$ cat src/core/rcb_pkg.sv
package rcb_pkg;
  // ----------------------------------------------------------------
  // timing
  // ----------------------------------------------------------------
  localparam int CLK_PERIOD_NS = 8;
  localparam int SEC_TIME_NS = 1_000_000_000;
  localparam int SEC_CYCLES_DEF = SEC_TIME_NS / CLK_PERIOD_NS;
  localparam int CAL_PPM_WINDOW = 1_000_000;
  localparam int BKP_WORDS = 32;
  // ----------------------------------------------------------------
  // register byte offsets
  // ----------------------------------------------------------------
  localparam logic [8:0] OFS_TIME = 9'h000;
  localparam logic [8:0] OFS_DATE = 9'h004;
  localparam logic [8:0] OFS_SUBSEC = 9'h008;
  localparam logic [8:0] OFS_CTRL = 9'h00C;
  localparam logic [8:0] OFS_ALARM_A = 9'h010;
  localparam logic [8:0] OFS_ALARM_B = 9'h014;
  localparam logic [8:0] OFS_WUT = 9'h018;
  localparam logic [8:0] OFS_CAL = 9'h01C;
  localparam logic [8:0] OFS_SHIFT = 9'h020;
  localparam logic [8:0] OFS_STATUS = 9'h024;
  localparam logic [8:0] OFS_MASK = 9'h028;
  localparam logic [8:0] OFS_TS_TIME = 9'h02C;
  localparam logic [8:0] OFS_TS_DATE = 9'h030;
  localparam logic [8:0] OFS_TS_SUB = 9'h034;
  localparam logic [8:0] OFS_BKP = 9'h100;
  // ----------------------------------------------------------------
  // field positions
  // ----------------------------------------------------------------
  localparam int CTRL_H12 = 0;
  localparam int CTRL_ALM_EN = 1;
  localparam int CTRL_WUT_EN = 3;
  localparam int CTRL_WUT_SEL = 4;
  localparam int CTRL_TAMP_EN = 6;
  localparam int CTRL_TS_EN = 9;
  localparam int CTRL_TAMP_TS = 10;
  localparam int CTRL_FILT = 11;
  localparam int CTRL_WAKE_EN = 13;
  localparam int CTRL_W = 20;
  localparam int STS_ALM = 0;
  localparam int STS_WUT = 2;
  localparam int STS_TS = 3;
  localparam int STS_TAMP = 4;
  localparam int STS_W = 7;
  localparam int CAL_MAG_W = 9;
  localparam int CAL_NEG = 15;
  localparam int SHIFT_W = 15;
  localparam int SHIFT_DIR = 31;
  localparam int TM_W = 23;
  localparam int DT_W = 24;
  // ----------------------------------------------------------------
  // reset values
  // ----------------------------------------------------------------
  localparam logic [TM_W-1:0] TM_RST = 23'h000000;
  localparam logic [DT_W-1:0] DT_RST = 24'h002101;
  localparam logic [CTRL_W-1:0] CTRL_RST = 20'h00000;
endpackage

$ cat src/core/rcb_cal_next.sv
`timescale 1ns/1ps
module rcb_cal_next
  import rcb_pkg::*;
(
  input wire logic [TM_W-1:0] tm_in,
  input wire logic [DT_W-1:0] dt_in,
  input wire logic h12,
  output logic [TM_W-1:0] tm_out,
  output logic [DT_W-1:0] dt_out
);
  logic [7:0] sec, mins, hr, day, mon, yr, last;
  logic [2:0] wday;
  logic pm, leap, carry;

  function automatic logic [7:0] bcd_inc(input logic [7:0] v);
    if (v[3:0] == 4'h9) begin
      bcd_inc = {v[7:4] + 4'h1, 4'h0};
    end else begin
      bcd_inc = v + 8'h01;
    end
  endfunction

  // ----------------------------------------------------------------
  // one-second step of the bcd calendar
  // ----------------------------------------------------------------
  always_comb begin
    sec = {1'b0, tm_in[6:0]};
    mins = {1'b0, tm_in[14:8]};
    hr = {2'b00, tm_in[21:16]};
    pm = tm_in[22];
    day = {2'b00, dt_in[5:0]};
    mon = {3'b000, dt_in[12:8]};
    wday = dt_in[15:13];
    yr = dt_in[23:16];
    carry = 1'b0;
    // leap when bcd year divisible by four
    leap = (!yr[4] && (yr[3:0] == 4'h0 || yr[3:0] == 4'h4 || yr[3:0] == 4'h8)) ||
           (yr[4] && (yr[3:0] == 4'h2 || yr[3:0] == 4'h6));
    if (mon == 8'h02) begin
      last = leap ? 8'h29 : 8'h28;
    end else if (mon == 8'h04 || mon == 8'h06 || mon == 8'h09 || mon == 8'h11) begin
      last = 8'h30;
    end else begin
      last = 8'h31;
    end
    if (sec != 8'h59) begin
      sec = bcd_inc(sec);
    end else begin
      sec = 8'h00;
      if (mins != 8'h59) begin
        mins = bcd_inc(mins);
      end else begin
        mins = 8'h00;
        if (h12) begin
          if (hr == 8'h12) begin
            hr = 8'h01;
          end else if (hr == 8'h11) begin
            hr = 8'h12;
            carry = pm; // 11:59:59 pm rolls into a new day
            pm = !pm;
          end else begin
            hr = bcd_inc(hr);
          end
        end else if (hr == 8'h23) begin
          hr = 8'h00;
          carry = 1'b1;
        end else begin
          hr = bcd_inc(hr);
        end
      end
    end
    if (carry) begin
      wday = (wday == 3'd7) ? 3'd1 : wday + 3'd1;
      if (day == last) begin
        day = 8'h01;
        if (mon == 8'h12) begin
          mon = 8'h01;
          yr = (yr == 8'h99) ? 8'h00 : bcd_inc(yr);
        end else begin
          mon = bcd_inc(mon);
        end
      end else begin
        day = bcd_inc(day);
      end
    end
    tm_out = {pm, hr[5:0], 1'b0, mins[6:0], 1'b0, sec[6:0]};
    dt_out = {yr, wday, mon[4:0], 2'b00, day[5:0]};
  end
endmodule

$ cat src/core/rcb_pin_filter.sv
`timescale 1ns/1ps
module rcb_pin_filter
  import rcb_pkg::*;
(
  input wire logic clk,
  input wire logic nrst,
  input wire logic ce,
  input wire logic pin,
  input wire logic [1:0] filt_sel,
  output logic event_pulse
);
  typedef struct packed {
    logic sync1;
    logic sync2;
    logic lvl;
    logic [3:0] cnt;
    logic evt;
  } rcb_filt_type;

  rcb_filt_type s_reg;
  rcb_filt_type s_next;
  logic [3:0] thr;

  // ----------------------------------------------------------------
  // sync, then level must differ for 1/2/4/8 samples
  // ----------------------------------------------------------------
  always_comb begin
    s_next = s_reg;
    thr = 4'h1 << filt_sel;
    s_next.sync1 = pin;
    s_next.sync2 = s_reg.sync1;
    s_next.evt = 1'b0;
    if (s_reg.sync2 != s_reg.lvl) begin
      if (s_reg.cnt + 4'h1 == thr) begin
        s_next.lvl = s_reg.sync2;
        s_next.cnt = 4'h0;
        s_next.evt = s_reg.sync2; // rising edge only
      end else begin
        s_next.cnt = s_reg.cnt + 4'h1;
      end
    end else begin
      s_next.cnt = 4'h0; // glitch shorter than filter is dropped
    end
  end

  always_ff @(posedge clk or negedge nrst) begin
    if (!nrst) begin
      s_reg <= '0;
    end else if (ce) begin
      s_reg <= s_next;
    end
  end

  assign event_pulse = s_reg.evt;
endmodule

$ cat src/core/rcb_rtc.sv
// The Avalon-MM interface to the registers and the register addresses were left to the implementer.
`timescale 1ns/1ps
// Functional notes
// - thirty-two 32-bit backup words, 128 bytes
// - backup words survive system and power reset
// - backup words survive leaving standby
// - bcd calendar, subsecond to year, 12/24h
// - date rolls over at 28/29/30/31
// - two alarms, each may wake device
// - wakeup timer, programmable resolution and period
// - time base shift by 1..32767 pulses
// - frequency calibration with 1 ppm steps
// - three tamper inputs with programmable filter
// - tamper event may wake device
// - timestamp captures calendar on pin or tamper
// - timestamp event may wake device
module rcb_rtc
  import rcb_pkg::*;
#(
  parameter int SEC_CYCLES = SEC_CYCLES_DEF,
  parameter int CAL_WINDOW = CAL_PPM_WINDOW
) (
  input wire logic clk,
  input wire logic nrst,
  input wire logic ce,
  input wire logic [8:0] avs_address,
  input wire logic avs_read,
  input wire logic avs_write,
  input wire logic [31:0] avs_writedata,
  input wire logic [3:0] avs_byteenable,
  output logic [31:0] avs_readdata,
  output logic avs_waitrequest,
  input wire logic [2:0] tamper_pin,
  input wire logic stamp_pin,
  output logic irq,
  output logic wake_req
);
  typedef struct packed {
    logic [31:0] sub;
    logic [TM_W-1:0] tm;
    logic [DT_W-1:0] dt;
    logic [CTRL_W-1:0] ctrl;
    logic [1:0][TM_W-1:0] alm;
    logic [15:0] wut_reload;
    logic [15:0] wut_cnt;
    logic [11:0] presc;
    logic [15:0] cal;
    logic [19:0] cal_cnt;
    logic [SHIFT_W-1:0] shift_cnt;
    logic shift_dir;
    logic [STS_W-1:0] sts;
    logic [STS_W-1:0] mask;
    logic [TM_W-1:0] ts_tm;
    logic [DT_W-1:0] ts_dt;
    logic [31:0] ts_sub;
    logic waitreq;
    logic [31:0] rdata;
    logic irq;
    logic wake;
  } rcb_state_type;

  rcb_state_type s_reg;
  rcb_state_type s_next;
  logic [31:0] bkp_mem [BKP_WORDS];
  logic [TM_W-1:0] tm_inc;
  logic [DT_W-1:0] dt_inc;
  logic [3:0] pin_evt;
  logic [3:0] pin_raw;
  logic [8:0] wa;
  logic acc, bkp_sel, bkp_we;

  function automatic logic [31:0] merge(input logic [31:0] old, input logic [31:0] nw,
                                        input logic [3:0] be);
    merge = old;
    for (int i = 0; i < 4; i++) begin
      if (be[i]) begin
        merge[8*i +: 8] = nw[8*i +: 8];
      end
    end
  endfunction

  // ----------------------------------------------------------------
  // pin filters: three tamper inputs, then the timestamp input
  // ----------------------------------------------------------------
  assign pin_raw = {stamp_pin, tamper_pin};
  generate
    for (genvar g = 0; g < 4; g++) begin : g_pin
      rcb_pin_filter u_filt (
        .clk(clk),
        .nrst(nrst),
        .ce(ce),
        .pin(pin_raw[g]),
        .filt_sel((g < 3) ? s_reg.ctrl[CTRL_FILT +: 2] : 2'b00),
        .event_pulse(pin_evt[g])
      );
    end
  endgenerate

  rcb_cal_next u_cal (
    .tm_in(s_reg.tm),
    .dt_in(s_reg.dt),
    .h12(s_reg.ctrl[CTRL_H12]),
    .tm_out(tm_inc),
    .dt_out(dt_inc)
  );

  // bus decode; the slave answers once per request
  assign wa = {avs_address[8:2], 2'b00};
  assign acc = (avs_read || avs_write) && s_reg.waitreq;
  assign bkp_sel = (avs_address[8:7] == OFS_BKP[8:7]);
  assign bkp_we = acc && avs_write && bkp_sel;

  // ----------------------------------------------------------------
  // backup store: no reset on purpose, contents outlive nrst
  // ----------------------------------------------------------------
  always_ff @(posedge clk) begin
    if (ce && bkp_we) begin
      bkp_mem[avs_address[6:2]] <= merge(bkp_mem[avs_address[6:2]], avs_writedata,
                                         avs_byteenable);
    end
  end

  // ----------------------------------------------------------------
  // next state
  // ----------------------------------------------------------------
  always_comb begin
    logic [1:0] step;
    logic sec_tick, wut_tick, rd_clr, ts_trig;
    logic [2:0] tamp_evt;
    logic [STS_W-1:0] sts_set;
    logic [31:0] rd;
    logic [31:0] wv;
    step = 2'd1;
    sec_tick = 1'b0;
    wut_tick = 1'b0;
    rd_clr = 1'b0;
    ts_trig = 1'b0;
    tamp_evt = 3'b000;
    sts_set = '0;
    rd = 32'h0000_0000;
    wv = 32'h0000_0000;
    s_next = s_reg;

    // calibration window: the first |cal| pulses of each million
    // are doubled or swallowed, one pulse is one ppm
    s_next.cal_cnt = (s_reg.cal_cnt == 20'(CAL_WINDOW - 1)) ? 20'h0_0000
                     : s_reg.cal_cnt + 20'h0_0001;
    if (20'(s_reg.cal[CAL_MAG_W-1:0]) > s_reg.cal_cnt) begin
      step = s_reg.cal[CAL_NEG] ? 2'd0 : 2'd2;
    end else if (s_reg.shift_cnt != '0) begin
      // shift yields to calibration so a step never exceeds two
      step = s_reg.shift_dir ? 2'd0 : 2'd2;
      s_next.shift_cnt = s_reg.shift_cnt - 15'h0001;
    end

    // subsecond counts down; wrap keeps extra pulses in the period
    if (s_reg.sub < 32'(step)) begin
      s_next.sub = s_reg.sub + 32'(SEC_CYCLES) - 32'(step);
      sec_tick = 1'b1;
    end else begin
      s_next.sub = s_reg.sub - 32'(step);
    end

    // calendar and alarms
    if (sec_tick) begin
      s_next.tm = tm_inc;
      s_next.dt = dt_inc;
      for (int i = 0; i < 2; i++) begin
        if (s_reg.ctrl[CTRL_ALM_EN + i] && tm_inc == s_reg.alm[i]) begin
          sts_set[STS_ALM + i] = 1'b1;
        end
      end
    end

    // wakeup timer, resolution from the prescaler taps or the second tick
    s_next.presc = s_reg.presc + 12'h001;
    case (s_reg.ctrl[CTRL_WUT_SEL +: 2])
      2'd0: wut_tick = (s_reg.presc[3:0] == 4'hF);
      2'd1: wut_tick = (s_reg.presc[7:0] == 8'hFF);
      2'd2: wut_tick = (s_reg.presc == 12'hFFF);
      default: wut_tick = sec_tick;
    endcase
    if (!s_reg.ctrl[CTRL_WUT_EN]) begin
      s_next.wut_cnt = s_reg.wut_reload;
    end else if (wut_tick) begin
      if (s_reg.wut_cnt == 16'h0000) begin
        s_next.wut_cnt = s_reg.wut_reload;
        sts_set[STS_WUT] = 1'b1;
      end else begin
        s_next.wut_cnt = s_reg.wut_cnt - 16'h0001;
      end
    end

    // tamper and timestamp
    tamp_evt = pin_evt[2:0] & s_reg.ctrl[CTRL_TAMP_EN +: 3];
    sts_set[STS_TAMP +: 3] = tamp_evt;
    ts_trig = (pin_evt[3] && s_reg.ctrl[CTRL_TS_EN]) ||
              ((|tamp_evt) && s_reg.ctrl[CTRL_TAMP_TS]);
    if (ts_trig) begin
      s_next.ts_tm = s_reg.tm;
      s_next.ts_dt = s_reg.dt;
      s_next.ts_sub = s_reg.sub;
      sts_set[STS_TS] = 1'b1;
    end

    // bus slave: waitrequest drops for one cycle per request
    s_next.waitreq = 1'b1;
    if (acc) begin
      s_next.waitreq = 1'b0;
      case (wa)
        OFS_TIME: rd = 32'(s_reg.tm);
        OFS_DATE: rd = 32'(s_reg.dt);
        OFS_SUBSEC: rd = s_reg.sub;
        OFS_CTRL: rd = 32'(s_reg.ctrl);
        OFS_ALARM_A: rd = 32'(s_reg.alm[0]);
        OFS_ALARM_B: rd = 32'(s_reg.alm[1]);
        OFS_WUT: rd = {s_reg.wut_cnt, s_reg.wut_reload};
        OFS_CAL: rd = {16'h0000, s_reg.cal[CAL_NEG], 6'h00, s_reg.cal[CAL_MAG_W-1:0]};
        OFS_SHIFT: rd = {s_reg.shift_dir, 16'h0000, s_reg.shift_cnt};
        OFS_STATUS: rd = 32'(s_reg.sts);
        OFS_MASK: rd = 32'(s_reg.mask);
        OFS_TS_TIME: rd = 32'(s_reg.ts_tm);
        OFS_TS_DATE: rd = 32'(s_reg.ts_dt);
        OFS_TS_SUB: rd = s_reg.ts_sub;
        default: rd = bkp_sel ? bkp_mem[avs_address[6:2]] : 32'h0000_0000;
      endcase
      // lanes merged once; a call result cannot be part-selected
      wv = merge(rd, avs_writedata, avs_byteenable);
      if (avs_read) begin
        s_next.rdata = rd;
        rd_clr = (wa == OFS_STATUS);
      end else begin
        case (wa)
          OFS_TIME: s_next.tm = wv[TM_W-1:0];
          OFS_DATE: s_next.dt = wv[DT_W-1:0];
          OFS_CTRL: s_next.ctrl = wv[CTRL_W-1:0];
          OFS_ALARM_A: s_next.alm[0] = wv[TM_W-1:0];
          OFS_ALARM_B: s_next.alm[1] = wv[TM_W-1:0];
          OFS_WUT: s_next.wut_reload = wv[15:0];
          OFS_CAL: begin
            s_next.cal = wv[15:0];
          end
          OFS_SHIFT: begin
            // refused while a shift is still running
            if (s_reg.shift_cnt == '0) begin
              s_next.shift_cnt = avs_writedata[SHIFT_W-1:0];
              s_next.shift_dir = avs_writedata[SHIFT_DIR];
            end
          end
          OFS_MASK: s_next.mask = wv[STS_W-1:0];
          default: s_next.rdata = s_reg.rdata;
        endcase
      end
    end

    // sticky status: an event in the clearing cycle survives
    s_next.sts = (rd_clr ? '0 : s_reg.sts) | sts_set;
    s_next.irq = |(s_next.sts & s_next.mask);
    s_next.wake = |(s_next.sts & s_next.ctrl[CTRL_WAKE_EN +: STS_W]);
  end

  // ----------------------------------------------------------------
  // state register
  // ----------------------------------------------------------------
  always_ff @(posedge clk or negedge nrst) begin
    if (!nrst) begin
      s_reg <= '0;
      s_reg.sub <= 32'(SEC_CYCLES - 1);
      s_reg.tm <= TM_RST;
      s_reg.dt <= DT_RST;
      s_reg.ctrl <= CTRL_RST;
      s_reg.waitreq <= 1'b1;
    end else if (ce) begin
      s_reg <= s_next;
    end
  end

  assign avs_readdata = s_reg.rdata;
  assign avs_waitrequest = s_reg.waitreq;
  assign irq = s_reg.irq;
  assign wake_req = s_reg.wake;
endmodule

$ cat config.mk
export PLATFORM = sky130hd
export DESIGN_NAME = rcb_rtc
export DESIGN_NICKNAME = d
export VERILOG_FILES = /design/src/core/rcb_pkg.sv /design/src/core/rcb_cal_next.sv /design/src/core/rcb_pin_filter.sv /design/src/core/rcb_rtc.sv
export SDC_FILE = /design/constraint.sdc
export NUM_CORES = 2
export LEC_CHECK = 0
export ABC_AREA = 1
export BUFFER_PORTS_ARGS = -buffer_cell sky130_fd_sc_hd__clkbuf_2
export CORE_MARGIN = 3
export CORE_UTILIZATION = 25
export DETAILED_ROUTE_END_ITERATION = 8
export PLACE_DENSITY_LB_ADDON = 0.3
export SETUP_SLACK_MARGIN = 0.4
export SLEW_MARGIN = 20
export SYNTH_ARGS = -nofsm -noshare
export SYNTH_HDL_FRONTEND = slang
export SYNTH_HIERARCHICAL = 1
export SYNTH_SLANG_ARGS = --single-unit
$ cat constraint.sdc
create_clock -name clk -period 3.98 [get_ports clk]
set_input_delay 0.199 -clock clk [delete_from_list [all_inputs] [get_ports clk]]
set_output_delay 0.199 -clock clk [all_outputs]
set_load 0.01 [all_outputs]
* After elaboration in Yosys (flattened, before gate mapping)
Memory sizes are Yosys's and may differ from the RTL's. Cells that the tools add are included. Widths: inputs -> output; s select.
Storage, ports and cells: output and inout bits 35, memories kept 1, memory bits (writable) 1024, register bits after elaboration 401, logic and storage cells 286
Operators by class: shift-type cells 1, reduce and logical (&&, ||, !) cells 43, multiplexer cells 112, order comparisons 2, $add $sub $neg 24, bitwise operators 5, equality and inequality tests 55
Memory list:
- bkp_mem | depth 32, width 32, rd ports 1, clocked after memory_dff 0, wr ports 1, line rcb_rtc.sv:64 | logic [31:0] bkp_mem [BKP_WORDS];
Operators by type and width (number):
- $pmux 32 s14 | 1
- $mux 129 | 2
- $mux 8 | 17
- $mux 16 | 8
- $mux 32 | 3
- $mux 23 | 3
- $sub 32x2->32 | 2
- $mux 7 | 9
- $mux 6 | 10
- $mux 47 | 1
- $eq 23x23->1 | 2
- $eq 7x4->1 const B | 6
- $mux 20 | 2
- $mux 33 | 1
- $add 32x27->32 const B | 1
- $eq 4x4->1 const B | 8
- $lt 32x2->1 | 1
- $mux 1 | 32
- $mux 4 | 8
- $mux 15 | 2
- $eq 7x3->1 const B | 4
- $mux 24 | 1
- $add 20x1->20 const B | 1
- $add 4x1->4 const B | 5
- 57 further kinds | 112

* Longest topological paths before layout
depth after elaboration 16, depth in mapped cells 31, mapped depth without buffers 31

* Cells and area by module
Netlist, hierarchy kept.
Modules (own cells, without submodules):
- rcb_rtc | cells an instance 5995, area each 61689.2 sq um, times used 1
- rcb_pin_filter | cells an instance 79, area each 525.5 sq um, times used 4
- rcb_cal_next | cells an instance 384, area each 1978.1 sq um, times used 1

* Least setup slack after synthesis
OpenSTA, ideal clock, no wires.
path kind flip-flop to flip-flop, start register s_reg[152] (netlist name), end register s_reg[194] (netlist name), data required time 3.842 ns, buffers on the path 2, cell stages (with the launch flop) 27, arrival time 3.923 ns, path slack -0.081 ns, cells stage by stage dfrtp_1 -> inv_1 -> ha_1 -> nand2_1 -> nor2_1 -> nand4_1 -> o21ai_0 -> inv_1 -> nand2_1 -> clkbuf_1 -> inv_1 -> nor2_1 -> ha_1 -> inv_1 -> fa_1 -> nor2_1 -> nand2_1 -> nor2_1 -> nand2_1 -> nand3b_1 -> nand2_1 -> o21ai_1 -> or2_2 -> nand2_1 -> inv_2 -> clkbuf_1 -> a31oi_1
On the way: longest elaborated chain between the ends 7
RTL lines:
- start: declaration | line rcb_rtc.sv:62 | rcb_state_type s_reg;
- start signal: assignment | line rcb_rtc.sv:274 | s_reg <= s_next;
- $gt 9x20->1 | line rcb_rtc.sv:148 | if (20'(s_reg.cal[CAL_MAG_W-1:0]) > s_reg.cal_cnt) begin
- $mux 2 | line rcb_rtc.sv:148
- $lt 32x2->1 | line rcb_rtc.sv:157 | if (s_reg.sub < 32'(step)) begin
- $mux 1 | line rcb_rtc.sv:157
- $pmux 1 s3 | line rcb_rtc.sv:177 | case (s_reg.ctrl[CTRL_WUT_SEL +: 2])
- $ne 2x1->1 (no line)
- $reduce_and 2->1 (no line)
No other way between the ends. A chain may end at the register's enable or synchronous reset.

* Worst setup path after layout
start register s_reg[172] (netlist name), end register s_reg[194] (netlist name)
Same word-level chain as after synthesis.

==> results by group <==
Synth
  – Top-area cell type share of the netlist area: 46.8%
  – Sequential area share after synthesis: about three fifths
  – Unique masters post-synth: between 50 and 60
  – Syn Inst Count: around 6.7k
  – Synth Flop Type: edfxtp_1
  – Asr flop ratio synth: between 20% and 30%
  – Post-Syn Area per Cell: a little under 10 µm²
  – Post-synth EDFFs: around 1k
  – Synthesized cell area: 65800 µm²
  – Cell taking the most area after synthesis: edfxtp_1
  – Yosys warning total: 6
  – Top cells by area, synth: edfxtp_1, dfrtp_1, nand2_1
  – FF+latch count, synth: 1419

STA
  – RSZ-0062 raised after global routing: true
  – Normalized max-slew margin: approximately 28%
  – # setup viols final: 0
  – Fmax: about 260 MHz
  – Min Tclk post-route: between 3000 and 4000 ps
  – Final period util: 96.1%
  – Measured slew at the worst slew-check pin: 1070 ps
  – Slew Viols, Final: 0
  – Worst-case hold slack: approximately 1.1 ps
  – Setup Skew: between 70 and 80 ps
  – Fin. Hold Viols: 0

Cells and area
  – Commonest cells after routing, fill and taps aside: nand2_1, edfxtp_1, inv_1, dfrtp_1, nor2_1
  – # fillers: ~27k
  – Number of flip-flops in the largest register: approximately 1.0k
  – Most common cell after layout, fill and taps aside: nand2_1
  – Final nets: approximately 7.2k
  – Multi-input logic area: 23100 µm²
  – Final cell count without fillers: between 10k and 15k
  – Register Area: about 41000 µm²
  – Layout cell share with drive strength beyond 1: around 15%
  – Fin area: around 80000 µm²
  – Layout area overhead: 21.6%

GRT
  – First-pass GRT wire length: about 350000 µm
  – Maximum number of pins on one net before global-route repair: 94
  – Vias in the first global route: about 49k
  – GRT Resource Usage Total: 17.3%
  – Initial antenna violation count: 7
  – Total congestion overflow: 0

Routing
  – Initial drt markers: between 5k and 6k
  – Vias: 51.9k
  – Number of remaining DRC errors: 0
  – Final Routed Wirelength: between 200000 and 250000 µm
  – Post-route ant nets: 0
  – Wirelength per Cell: approximately 22 µm
  – Vias per std cell: between 4 and 5
  – DRT Pass-1 Iters: 9

CTS
  – Num Clock Sinks: around 1.4k
  – CTS Buf Count: 156
  – Clk slew on worst S/H paths: approximately 70 ps
  – CTS tree: done
  – H-Tree Depth: 4
  – Clk_lat worst skew: between 800 and 900 ps
  – Clock Path Buffers: 3
  – Clock root buffer master: clkbuf_16

Floorplanning
  – # IOs: 89
  – Rows: roughly 190
  – Die area: 269000 µm²
  – Initial Utilization: between 20% and 30%
  – Width of the die: ~520 µm
  – Core box area: approximately 260000 µm²
  – Die H: 519 µm

Min path
  – Worst min-delay path class: input port to asynchronous set/reset pin

Power and ir drop
  – Sw frac: just under 30%
  – Flop pwr share: between 40 and 50%
  – Comb power frac: ~16%
  – Total Power: approximately 0.038 W
  – Leak Pwr: between 30 and 40 nW
  – Worst VDD drop: 427 µV
  – Int Pwr: ~0.027 W
  – Net Sw Power: 0.0110 W
  – P per Cell Area: between 400 and 500 nW/µm²
  – Clock power frac: around 39%

Worst setup path
  – Slowest stage delay, CP: between 400 and 500 ps
  – Slowest stage cell, crit path: dfrtp_1
  – Startpoint Class: register
  – Crit path DAT: 4510 ps
  – Crit Path Category: register to register
  – WP data required: between 4000 and 5000 ps
  – Worst Setup End Kind: register
  – Cell mode on critical path: nand2_2
  – Critical path fanouts, max: 6

Placement
  – Placed cell areas: a little over 70000 µm²
  – Hpwl dp: 160000 µm
  – Gpl congestion: ~0.93
  – # placed instances: about 10k
  – # port buffers: 86

Run
  – Maxcap violations: 0

Outcome
  – Status: finished, final reports clean
worst max-delay path, delay by kind of cell (launching register included):
kind / cells / cell delay (ps)
buffers and inverters: 6 / 740
adders and majority gates: 2 / 680
and+or+nand+nor: 13 / 1230
AOI/OAI and AO/OA: 4 / 610
DFF: 1 / 410
power by group through the flow:
stage          logic (W)  registers [W]  clock network (W)
2_1_floorplan    0.00349         0.0173                  0
3_3_place_gp     0.00548         0.0176                  0
3_5_place_dp     0.00552         0.0176                  0
4_1_cts          0.00581         0.0173             0.0150
5_1_grt          0.00666         0.0174             0.0155
6_report         0.00605         0.0173             0.0147
kinds of logic (layout without fill, tap and decap cells):
logic type,count (synthesis),after routing,synth area share (%)
compound gates,1165,1165,10.7
mux,3,3,0.0457
fa+ha+maj,87,87,1.68
xor+xnor,91,91,1.21
buf+inv,803,1307,5.12
other cells,2,24,0.0114
simple gates,3125,3125,19.4
flops,1419,1419,61.8
layout make-up:
cell class                 count  area share (%)
inverter                     481            2.31
clock inverter                86            1.26
clock buffer                 199            5.17
antenna                        8          0.0250
timing repair buffer         541            6.07
sequential                  1419            50.8
multi-input combinational   4487            28.8
tap                         3496            5.47
routing by layer:
| layer | part of all wire (%) | vias up | track usage, % |
|---|---|---|---|
| li1 | - | 23800 | - |
| met1 | 43 | 25900 | 23.3 |
| met2 | 47 | 1871 | 27.9 |
| met3 | 6.4 | 388 | 2.60 |
| met4 | 4.0 | 2 | 6.65 |
| met5 | 0.0054 | - | 0 |
through the flow:
step | util (%) | TNS, ps | worst slack (ps)
global route | 30.7 | -446 | -58.8
CTS | 30.4 | 0 | 179
floorplan | - | 0 | 404
finish | 30.7 | 0 | 157
global placement | 27.9 | -414 | -98.7
detailed placement | 27.9 | -1120 | -90.9
timing repair:
item / 4_1_cts / 5_1_grt
pin swaps: 67 / 52
setup endpoints to repair: 98 / 98
buffers inserted: 33 / 17
resized for setup: 169 / 178
cloned: 7 / 2
hold buffers: 33 / 0
endpoints found under the hold margin: 290 / 0
synth_stat cells (4+ instances only):
cell          n
o2111ai_1    15
edfxtp_1   1024
a211oi_1     13
dfrtp_1     373
o21ai_0     373
a221oi_1     14
and3_1        7
inv_2        20
nand2_2      21
a21boi_0      5
nand2_1    2188
nor2_4        6
o221ai_1      5
buf_1        36
nand4_1      86
or2_2        13
a22oi_1     258
inv_1       456
a31oi_1      44
nand3_4       4
xnor2_1      20
buf_6         4
ha_1         85
nand3_2       7
a21oi_1     269
buf_2        93
nand3_1     274
a2bb2oi_1     6
clkinv_1      5
o21a_1        6
nor4_1       27
nor3_2        5
o211ai_1     57
nor2_2        9
nor2_1      418
o22ai_1      78
o21ai_1       6
buf_4        55
dfstp_2      22
clkbuf_1    134
a2111oi_0     5
xor2_1       71
nor3_1       53
worst paths after layout:
kind,cells past startpoint,to,slack (ps),from
setup / recovery,25,s_reg[194]$_DFFE_PN0P_,160,s_reg[172]$_DFFE_PN0P_
hold / removal,2,g_pin[0].u_filt/s_reg[4]$_DFFE_PN0P_,1,nrst
setup reg to reg,25,s_reg[194]$_DFFE_PN0P_,160,s_reg[172]$_DFFE_PN0P_
hold reg to reg,2,g_pin[3].u_filt/s_next[6]$_DFFE_PN0P_,470,g_pin[3].u_filt/s_next[6]$_DFFE_PN0P_
max in group asynchronous,3,avs_waitrequest$_DFFE_PN1P_,2800,nrst
min in group clk,4,bkp_mem[8][27]$_DFFE_PP_,70,avs_writedata[27]
No activity file was read; power rests on OpenSTA's default activity.
